[src/pmt_pkg.sv]
/*
  package for the 8-bit period match timer: register map, field layout,
  reset values and carrier structs.
  assumes an apb slave with 32-bit data and one register per aligned word.
*/
`default_nettype none
package pmt_pkg;
  localparam int unsigned ADDR_W = 5;
  localparam logic [4:0] OFF_COUNT   = 5'h00;
  localparam logic [4:0] OFF_CONTROL = 5'h04;
  localparam logic [4:0] OFF_PERIOD  = 5'h08;
  localparam logic [4:0] OFF_STATUS  = 5'h0C;
  localparam logic [4:0] OFF_MASK    = 5'h10;

  localparam logic [7:0] COUNT_RST   = 8'h00;
  localparam logic [7:0] CONTROL_RST = 8'h00;
  localparam logic [7:0] PERIOD_RST  = 8'hFF;
  localparam logic [7:0] CONTROL_WMASK = 8'h7F;

  localparam int unsigned PRE_LSB  = 0;
  localparam int unsigned RUN_BIT  = 2;
  localparam int unsigned POST_LSB = 3;
  localparam int unsigned IRQ_BIT  = 1;

  localparam logic [1:0] PRE_DIV1 = 2'h0;
  localparam logic [1:0] PRE_DIV4 = 2'h1;
  localparam logic [3:0] PRE_TOP1  = 4'h0;
  localparam logic [3:0] PRE_TOP4  = 4'h3;
  localparam logic [3:0] PRE_TOP16 = 4'hF;

  typedef struct packed {
    logic       match;
    logic [7:0] count;
  } pmt_base_s;

  typedef struct packed {
    logic        sel;
    logic        en;
    logic        wr;
    logic [4:0]  addr;
    logic [31:0] wdata;
  } pmt_apb_req_s;
endpackage
`default_nettype wire

[src/pmt_timer.sv]
/*
  8-bit period match timer with prescaler, postscaler, sticky interrupt
  status and an apb register slave.
  assumes apb master signalling, single clock ref_clk, async active-low rst_b;
  the instruction-cycle tick arrives as a one-cycle strobe.
*/
// Added by the designer: the register addresses and the APB slave port.
`timescale 1ns/100ps
`default_nettype none
// Behaviour
// - prescaler feeds counter from instruction clock
// - select 00 div1, 01 div4, 1x div16
// - count up, wrap to zero after match
// - period register read/write, resets to FFh
// - count register read/write, reset zero
// - postscaler emits event every N matches
// - postscale ratio bits 6:3 plus one
// - postscaler event sets interrupt flag bit 1
// - count/control writes and reset clear scalers
// - control write keeps count value
// - run bit 2 enables counting
// - control bit 7 reads zero
// - raw match pulse to serial port
// - count and match to pwm unit
module pmt_timer #(
  parameter int unsigned PRE_W  = 4,
  parameter int unsigned POST_W = 4
) (
  input  wire logic              ref_clk,
  input  wire logic              rst_b,
  input  wire logic              instr_tick,
  input  wire logic              psel,
  input  wire logic              penable,
  input  wire logic              pwrite,
  input  wire logic [31:0]       paddr,
  input  wire logic [31:0]       pwdata,
  input  wire logic [3:0]        pstrb,
  output logic                   pready,
  output logic [31:0]            prdata,
  output logic                   pslverr,
  output logic                   sync_serial_tick,
  output pmt_pkg::pmt_base_s     pwm_base,
  output logic                   irq
);
  pmt_pkg::pmt_apb_req_s req;
  logic [7:0] count_q, count_d;
  logic [7:0] control_q;
  logic [7:0] period_q;
  logic [3:0] pre_q, pre_d;
  logic [3:0] post_q, post_d;
  logic [7:0] status_q;
  logic [7:0] mask_q;
  logic [31:0] prdata_q;

  // scaler widths are fixed by the select fields; other sizes are refused
  if (PRE_W != 4 || POST_W != 4) begin : g_bad_width
    $error("scaler width must be 4");
  end

  assign req = '{sel: psel, en: penable, wr: pwrite,
                 addr: paddr[pmt_pkg::ADDR_W-1:0], wdata: pwdata};

  // apb decode; one wait-free access phase
  wire acc      = req.sel & req.en;
  wire lane0    = pstrb[0];
  wire hit_cnt  = req.addr == pmt_pkg::OFF_COUNT;
  wire hit_ctl  = req.addr == pmt_pkg::OFF_CONTROL;
  wire hit_per  = req.addr == pmt_pkg::OFF_PERIOD;
  wire hit_sts  = req.addr == pmt_pkg::OFF_STATUS;
  wire hit_msk  = req.addr == pmt_pkg::OFF_MASK;
  wire hit_any  = hit_cnt | hit_ctl | hit_per | hit_sts | hit_msk;
  wire aligned  = paddr[1:0] == 2'h0 && paddr[31:pmt_pkg::ADDR_W] == '0;
  wire mapped   = hit_any & aligned;
  wire wr_cnt   = acc & req.wr & mapped & hit_cnt & lane0;
  wire wr_ctl   = acc & req.wr & mapped & hit_ctl & lane0;
  wire wr_per   = acc & req.wr & mapped & hit_per & lane0;
  wire wr_msk   = acc & req.wr & mapped & hit_msk & lane0;
  wire rd_sts   = acc & ~req.wr & mapped & hit_sts;

  // control fields
  wire [1:0] pre_sel  = control_q[pmt_pkg::PRE_LSB +: 2];
  wire       run      = control_q[pmt_pkg::RUN_BIT];
  wire [3:0] post_sel = control_q[pmt_pkg::POST_LSB +: 4];

  wire [3:0] pre_top  = (pre_sel == pmt_pkg::PRE_DIV1) ? pmt_pkg::PRE_TOP1 :
                        (pre_sel == pmt_pkg::PRE_DIV4) ? pmt_pkg::PRE_TOP4 :
                        pmt_pkg::PRE_TOP16;
  wire       tick     = run & instr_tick & (pre_q >= pre_top);
  wire       match    = tick & (count_q == period_q);
  wire       post_evt = match & (post_q == post_sel);

  always_comb begin
    pre_d = pre_q;
    if (run & instr_tick) begin
      pre_d = (pre_q >= pre_top) ? 4'h0 : 4'(pre_q + 4'h1);
    end
    if (wr_cnt | wr_ctl) begin
      pre_d = 4'h0;
    end
  end

  always_comb begin
    post_d = post_q;
    if (match) begin
      post_d = post_evt ? 4'h0 : 4'(post_q + 4'h1);
    end
    if (wr_cnt | wr_ctl) begin
      post_d = 4'h0;
    end
  end

  always_comb begin
    count_d = count_q;
    if (tick) begin
      count_d = match ? 8'h00 : 8'(count_q + 8'h01);
    end
    if (wr_cnt) begin
      count_d = req.wdata[7:0];
    end
  end

  always_ff @(posedge ref_clk or negedge rst_b) begin
    if (!rst_b) begin
      count_q <= pmt_pkg::COUNT_RST;
      pre_q   <= 4'h0;
      post_q  <= 4'h0;
    end else begin
      count_q <= count_d;
      pre_q   <= pre_d;
      post_q  <= post_d;
    end
  end

  always_ff @(posedge ref_clk or negedge rst_b) begin
    if (!rst_b) begin
      control_q <= pmt_pkg::CONTROL_RST;
      period_q  <= pmt_pkg::PERIOD_RST;
      mask_q    <= 8'h00;
    end else begin
      if (wr_ctl) begin
        control_q <= req.wdata[7:0] & pmt_pkg::CONTROL_WMASK;
      end
      if (wr_per) begin
        period_q <= req.wdata[7:0];
      end
      if (wr_msk) begin
        mask_q <= req.wdata[7:0];
      end
    end
  end

  // read clears status; a new event in the same cycle wins
  // only bits already reported at setup are cleared, so no event is lost
  wire [7:0] evt_vec = 8'(post_evt) << pmt_pkg::IRQ_BIT;
  wire [7:0] clr_vec = rd_sts ? prdata_q[7:0] : 8'h00;
  always_ff @(posedge ref_clk or negedge rst_b) begin
    if (!rst_b) begin
      status_q <= 8'h00;
    end else begin
      status_q <= (status_q & ~clr_vec) | evt_vec;
    end
  end

  wire [7:0] rd_byte = hit_cnt ? count_q :
                       hit_ctl ? control_q :
                       hit_per ? period_q :
                       hit_sts ? status_q :
                       hit_msk ? mask_q : 8'h00;
  always_ff @(posedge ref_clk or negedge rst_b) begin
    if (!rst_b) begin
      prdata_q <= 32'h0000_0000;
    end else if (req.sel & ~req.en & ~req.wr) begin
      prdata_q <= {24'h00_0000, rd_byte};
    end
  end

  assign pready           = 1'b1;
  assign pslverr          = acc & ~mapped;
  assign prdata           = prdata_q;
  assign sync_serial_tick = match;
  assign pwm_base         = '{match: match, count: count_q};
  assign irq              = |(status_q & mask_q);

  // assertions
  property p_wrap;
    @(posedge ref_clk) disable iff (!rst_b)
      (match && !wr_cnt) |=> count_q == 8'h00;
  endproperty
  a_wrap: assert property (p_wrap) else $error("count did not wrap after match");

  property p_step;
    @(posedge ref_clk) disable iff (!rst_b)
      (tick && !match && !wr_cnt) |=> count_q == $past(count_q) + 8'h01;
  endproperty
  a_step: assert property (p_step) else $error("count did not step on tick");

  property p_hold_off;
    @(posedge ref_clk) disable iff (!rst_b)
      (!run && !wr_cnt) |=> $stable(count_q);
  endproperty
  a_hold_off: assert property (p_hold_off) else $error("count moved while stopped");

  property p_ctl_keeps;
    @(posedge ref_clk) disable iff (!rst_b)
      wr_ctl |=> (pre_q == 4'h0 && post_q == 4'h0 && count_q == $past(count_d));
  endproperty
  a_ctl_keeps: assert property (p_ctl_keeps) else $error("control write scaler clear wrong");

  property p_bit7;
    @(posedge ref_clk) disable iff (!rst_b)
      control_q[7] == 1'b0;
  endproperty
  a_bit7: assert property (p_bit7) else $error("control bit 7 set");

  property p_flag;
    @(posedge ref_clk) disable iff (!rst_b)
      post_evt |=> status_q[pmt_pkg::IRQ_BIT];
  endproperty
  a_flag: assert property (p_flag) else $error("flag not set by postscaler");

  property p_div1;
    @(posedge ref_clk) disable iff (!rst_b)
      (run && instr_tick && pre_sel == pmt_pkg::PRE_DIV1) |-> tick;
  endproperty
  a_div1: assert property (p_div1) else $error("div1 missed a tick");

  property p_irq;
    @(posedge ref_clk) disable iff (!rst_b)
      irq |-> (status_q[pmt_pkg::IRQ_BIT] && mask_q[pmt_pkg::IRQ_BIT]) || |(status_q & mask_q);
  endproperty
  a_irq: assert property (p_irq) else $error("irq without enabled flag");

  property p_post1;
    @(posedge ref_clk) disable iff (!rst_b)
      (match && post_sel == 4'h0 && post_q == 4'h0) |-> post_evt;
  endproperty
  a_post1: assert property (p_post1) else $error("1:1 postscale missed");

  property p_post16;
    @(posedge ref_clk) disable iff (!rst_b)
      (match && post_sel == 4'hF && post_q == 4'hF) |-> post_evt;
  endproperty
  a_post16: assert property (p_post16) else $error("1:16 postscale missed");

  property p_post_bound;
    @(posedge ref_clk) disable iff (!rst_b)
      post_q <= post_sel;
  endproperty
  a_post_bound: assert property (p_post_bound) else $error("postscaler passed its ratio");

  property p_post_step;
    @(posedge ref_clk) disable iff (!rst_b)
      (match && !post_evt && !wr_cnt && !wr_ctl) |=> post_q == $past(post_q) + 4'h1;
  endproperty
  a_post_step: assert property (p_post_step) else $error("postscaler did not count match");

  property p_stop_tick;
    @(posedge ref_clk) disable iff (!rst_b)
      !run |-> !tick;
  endproperty
  a_stop_tick: assert property (p_stop_tick) else $error("tick while stopped");

  property p_div4;
    @(posedge ref_clk) disable iff (!rst_b)
      (tick && pre_sel == pmt_pkg::PRE_DIV4) |-> pre_q == pmt_pkg::PRE_TOP4;
  endproperty
  a_div4: assert property (p_div4) else $error("div4 tick off its slot");

  property p_div16;
    @(posedge ref_clk) disable iff (!rst_b)
      (tick && pre_sel[1]) |-> pre_q == pmt_pkg::PRE_TOP16;
  endproperty
  a_div16: assert property (p_div16) else $error("div16 tick off its slot");

  property p_cnt_clear;
    @(posedge ref_clk) disable iff (!rst_b)
      wr_cnt |=> (pre_q == 4'h0 && post_q == 4'h0 && count_q == $past(pwdata[7:0]));
  endproperty
  a_cnt_clear: assert property (p_cnt_clear) else $error("count write scaler clear wrong");

  property p_wr_per;
    @(posedge ref_clk) disable iff (!rst_b)
      wr_per |=> period_q == $past(pwdata[7:0]);
  endproperty
  a_wr_per: assert property (p_wr_per) else $error("period write lost");

  property p_per_hold;
    @(posedge ref_clk) disable iff (!rst_b)
      !wr_per |=> $stable(period_q);
  endproperty
  a_per_hold: assert property (p_per_hold) else $error("period changed without write");

  property p_ctl_hold;
    @(posedge ref_clk) disable iff (!rst_b)
      !wr_ctl |=> $stable(control_q);
  endproperty
  a_ctl_hold: assert property (p_ctl_hold) else $error("control changed without write");

  property p_cnt_rd;
    @(posedge ref_clk) disable iff (!rst_b)
      (req.sel && !req.en && !req.wr && hit_cnt) |=> prdata[7:0] == $past(count_q);
  endproperty
  a_cnt_rd: assert property (p_cnt_rd) else $error("count read data wrong");

  property p_ctl_rd;
    @(posedge ref_clk) disable iff (!rst_b)
      (req.sel && !req.en && !req.wr && hit_ctl) |=> prdata[7] == 1'b0;
  endproperty
  a_ctl_rd: assert property (p_ctl_rd) else $error("control bit 7 read as one");

  property p_sticky;
    @(posedge ref_clk) disable iff (!rst_b)
      (status_q[pmt_pkg::IRQ_BIT] && !rd_sts) |=> status_q[pmt_pkg::IRQ_BIT];
  endproperty
  a_sticky: assert property (p_sticky) else $error("flag dropped without read");

  property p_rd_clear;
    @(posedge ref_clk) disable iff (!rst_b)
      (rd_sts && prdata_q[pmt_pkg::IRQ_BIT] && !post_evt) |=> !status_q[pmt_pkg::IRQ_BIT];
  endproperty
  a_rd_clear: assert property (p_rd_clear) else $error("status read did not clear flag");

  property p_no_spur;
    @(posedge ref_clk) disable iff (!rst_b)
      (!post_evt && !status_q[pmt_pkg::IRQ_BIT]) |=> !status_q[pmt_pkg::IRQ_BIT];
  endproperty
  a_no_spur: assert property (p_no_spur) else $error("flag set without event");

  property p_sts_only;
    @(posedge ref_clk) disable iff (!rst_b)
      (status_q & ~(8'h01 << pmt_pkg::IRQ_BIT)) == 8'h00;
  endproperty
  a_sts_only: assert property (p_sts_only) else $error("unused status bit set");

  property p_irq_mask;
    @(posedge ref_clk) disable iff (!rst_b)
      !mask_q[pmt_pkg::IRQ_BIT] |-> !irq;
  endproperty
  a_irq_mask: assert property (p_irq_mask) else $error("irq while disabled");

  c_match: cover property (@(posedge ref_clk) disable iff (!rst_b) match);
  c_irq:   cover property (@(posedge ref_clk) disable iff (!rst_b) irq);
  c_div16: cover property (@(posedge ref_clk) disable iff (!rst_b) tick && pre_sel[1]);
  c_post16: cover property (@(posedge ref_clk) disable iff (!rst_b) post_evt && post_sel == 4'hF);
  c_rd_clr: cover property (@(posedge ref_clk) disable iff (!rst_b) rd_sts && prdata_q[pmt_pkg::IRQ_BIT]);
endmodule
`default_nettype wire

[config.mk]
export PLATFORM = sky130hd
export DESIGN_NAME = pmt_timer
export DESIGN_NICKNAME = d
export VERILOG_FILES = /design/src/pmt_pkg.sv /design/src/pmt_timer.sv
export SDC_FILE = /design/constraint.sdc
export NUM_CORES = 1
export LEC_CHECK = 0
export BUFFER_PORTS_ARGS = -buffer_cell sky130_fd_sc_hd__clkbuf_2
export CORE_MARGIN = 2
export CORE_UTILIZATION = 45
export CTS_CLUSTER_SIZE = 16
export DETAILED_ROUTE_END_ITERATION = 8
export GPL_TIMING_DRIVEN = 0
export PLACE_DENSITY = 0.77
export RECOVER_POWER = 50
export SETUP_SLACK_MARGIN = 0.1
export SYNTH_ARGS = -nofsm -noshare
export SYNTH_HDL_FRONTEND = slang
export SYNTH_SLANG_ARGS = --single-unit
[constraint.sdc]
create_clock -name ref_clk -period 2.6 [get_ports ref_clk]
set_clock_uncertainty 0.1 [all_clocks]
set_input_delay 0.26 -clock ref_clk [delete_from_list [all_inputs] [get_ports ref_clk]]
set_output_delay 0.26 -clock ref_clk [all_outputs]
set_load 0.03 [all_outputs]
==> impl_metrics.json <==
{
  "status": "complete, but fails checks",
  "violations": "setup timing",
  "core_um2": 7140,
  "cp-start-kind": "flip-flop",
  "cp_num_buf_inv": 3,
  "clockBufferDepth": 2,
  "synth_top_cells_by_area": "dfrtp_1 (36%), mux2_2 (7.9%), dfstp_2 (6.4%), buf_4 (6.0%), a2bb2oi_1 (5.4%)",
  "crit_slowest_cell": "a2111o_1",
  "slew_headroom": 0.289,
  "place.gp.congestion": 0.912,
  "dieWidth_um": 89.2,
  "max_stage_delay_ps": 450,
  "dpl.hpwl_um": 6730,
  "p_per_area_nw_per_um2": 424,
  "ios": 119,
  "first_global_vias": 2938,
  "nets": 521,
  "synth_cells": 332,
  "die_h_um": 89.2,
  "r2r_end": "count_q[4]",
  "cp_num_cells": 9,
  "synthTopCellsByCount": "dfrtp_1 (47), a21oi_1 (27), buf_4 (26), mux2_2 (23)",
  "synth-warning-count": 0,
  "dpl_cell_area_um2": 3850,
  "yosysUniqueCellTypes": 44,
  "drc": 0,
  "synth_edf_count": 0,
  "crit_arrival_ps": 2310,
  "reg2reg_depth": 9,
  "setup-tns-final_ps": -85.3,
  "synth_area_um2": 3270,
  "drt-total-wl_um": 8890,
  "numPortBuffers": 66,
  "leakage_nw": 2.08,
  "hold_viol_final": 0,
  "power_frac_comb": 0.152,
  "finalMaxSlewViolations": 0,
  "min_period_ps": 2670,
  "clk_pin_slew_ps": 100,
  "die-area_um2": 7950,
  "synth_ff_type": "dfrtp_1",
  "startpoint": "control_q[1]",
  "row_count": 31,
  "diodes": 0,
  "grt_usage": 0.231,
  "ant_nets": 0,
  "grt_first_pass_wirelength_um": 14000,
  "vdd_ir_drop_max_mv": 0.423,
  "r2r_slack_ps": 80,
  "hold_path_class": "in -> reg",
  "post-route-util": 0.576,
  "grt_start_max_net_pins": 56,
  "maxCapViolCount": 0,
  "dr.pass1.iters": 4,
  "yosysMostFrequentCell": "dfrtp_1",
  "crit_path_max_fanout": 2,
  "finalSetupViolations": 2,
  "worstSetupPathType": "reg -> out",
  "viasPerCell": 5.53,
  "setup_ws_ps": -71.3,
  "seqPwrFrac": 0.511,
  "synth_seq_cells": 55,
  "insertion_delay_ps": 310,
  "fmaxAchievable_ghz": 0.374,
  "critPathCaptureType": "primary output",
  "required_ps": 2240,
  "drtIter0Drc": 254,
  "vias": 2986,
  "synthToLayoutAreaGrowth_pct": 26.0,
  "antenna_found_initial": 0,
  "critPathTopFamily": "simple AND/OR/NAND/NOR gates",
  "cts_root_buf": "clkbuf_8",
  "cts_sinks": 55,
  "worst_path_most_repeated_cell": "buf_8",
  "fin_crit_sh": 1.03,
  "fill_cells": 672,
  "netlist.area_leader.share": 0.360,
  "start_util": 0.458,
  "overflow": 0,
  "wire_per_inst_um": 16.5,
  "clockPowerShare": 0.337,
  "cts_tree": "built",
  "crit_chain": "or2_4 -> ha_4 -> nand2b_4 -> a2111o_1 -> nand3_4 -> buf_8 -> nor2_4 -> buf_6 -> buf_8",
  "dp_slack_ps": -129,
  "r2r-start": "control_q[1]",
  "numCtsBuffers": 5,
  "drive_above_1_share": 0.338,
  "async_reset_ff_frac": 1.00,
  "min_from": "pwdata[7]",
  "seq_area_frac_synth": 0.425,
  "final_cell_area_um2": 4110,
  "grt_setup_unrepaired": "yes",
  "internal-power_w": 0.00128,
  "synth.avg_cell_area_um2": 9.84,
  "p_switching_w": 0.000468,
  "yosys.area.top_type": "dfrtp_1",
  "worst_slew_pin_slew_ps": 1060,
  "p_sw_frac": 0.269,
  "endpoint": "pwm_base[8]",
  "cts_htree_levels": 2
}
## cells by family (layout without fill, tap and decap cells)
group           count (synthesis)  after routing  synth area share
flops                          55             55             0.425
compound gates                 95             95             0.192
fa+ha+maj                       7              7            0.0268
simple gates                   94             94             0.161
other cells                     2             25           0.00230
xor+xnor                       13             13            0.0349
mux                            23             23            0.0793
buf+inv                        43            129            0.0797
## worst register-to-register path: stages, from the launching register on
cell and delay [ps]:
dfrtp_1 410, or2_4 270, ha_4 230, nand2b_4 120
a2111o_1 450, buf_4 160, and3_2 230, buf_6 150
a41oi_1 180, a2bb2oi_1 80
## area by class of cell
| class | count | area (µm²) | share of cell area |
|---|---|---|---|
| Inverter | 8 | 30.0 | 0.00730 |
| Multi-Input combinational cell | 257 | 1780 | 0.434 |
| Sequential cell | 55 | 1390 | 0.337 |
| Clock inverter | 2 | 35.0 | 0.00852 |
| Timing Repair Buffer | 78 | 419 | 0.102 |
| Tap cell | 99 | 124 | 0.0301 |
| Buffer | 35 | 253 | 0.0614 |
| Clock buffer | 6 | 82.6 | 0.0201 |
## per-layer routing
metal / share of wire / wire, µm / global-route usage
met5: 0 / 0 / 0
met4: 0.022 / 197 / 0.0773
met3: 0.064 / 565 / 0.0369
met2: 0.50 / 4450 / 0.403
met1: 0.41 / 3680 / 0.292
## power groups by stage
stage / Combinational [W] / Sequential, W / Clock [W]
after floorplan: 0.000129 / 0.000947 / 0
after global placement: 0.000265 / 0.000908 / 0
after detailed placement: 0.000268 / 0.000909 / 0
after CTS: 0.000269 / 0.000892 / 0.000598
after global routing: 0.000289 / 0.000895 / 0.000630
final: 0.000265 / 0.000891 / 0.000588
## cell usage in the layout (no fill, tap or decap), types with 3 or more instances in the layout
master	synthesis	final
a21boi_0	9	9
a21oi_1	27	27
a22oi_1	4	4
a2bb2oi_1	20	20
a31oi_1	4	4
a41oi_1	4	4
and3_1	6	5
buf_4	26	34
clkbuf_1	7	14
clkbuf_2	0	56
clkbuf_8	0	6
conb_1	2	25
dfrtp_1	47	47
dfstp_2	8	8
ha_1	7	6
inv_1	8	8
mux2_2	23	23
nand2_1	12	12
nand3_1	11	10
nand4_1	7	7
nor2_1	21	20
nor2b_1	3	3
nor3_1	7	6
nor4_1	10	8
o21ai_0	21	21
xor2_1	13	13
## how the worst min path moves through the flow
stage | to | cells after the start | slack, ps
4_1_cts | count_q[7] | 2 | 130
3_3_place_gp | status_q[4] | 1 | 370
3_5_place_dp | status_q[4] | 1 | 380
5_1_grt | period_q[7] | 2 | 130
2_1_floorplan | control_q[0] | 0 | -140
6_report | period_q[7] | 2 | 130
## per-stage QoR
stage | total power (W) | hold WS, ps | std cells
global route | 0.00181 | 128 | 540
detailed placement | 0.00118 | 378 | 521
global placement | 0.00117 | 370 | 520
CTS | 0.00176 | 131 | 536
finish | 0.00174 | 133 | 540
floorplan | 0.00108 | -136 | 355
## sequential cells by signal, indices dropped and copies added (netlist names)
| signal | count |
|---|---|
| post_q | 4 |
| pre_q | 4 |
| control_q | 7 |
| status_q | 8 |
| period_q | 8 |
| prdata | 8 |
| mask_q | 8 |
| count_q | 8 |
## what timing repair did
| action | CTS | global route |
|---|---|---|
| hold endpoints to repair | 0 | 10 |
| setup endpoints to repair | 12 | 14 |
| pin swaps | 5 | 5 |
| buffers inserted | 7 | 2 |
| gates resized for setup | 9 | 10 |
| hold buffers | 0 | 1 |
(Power assumes the default switching activity.)
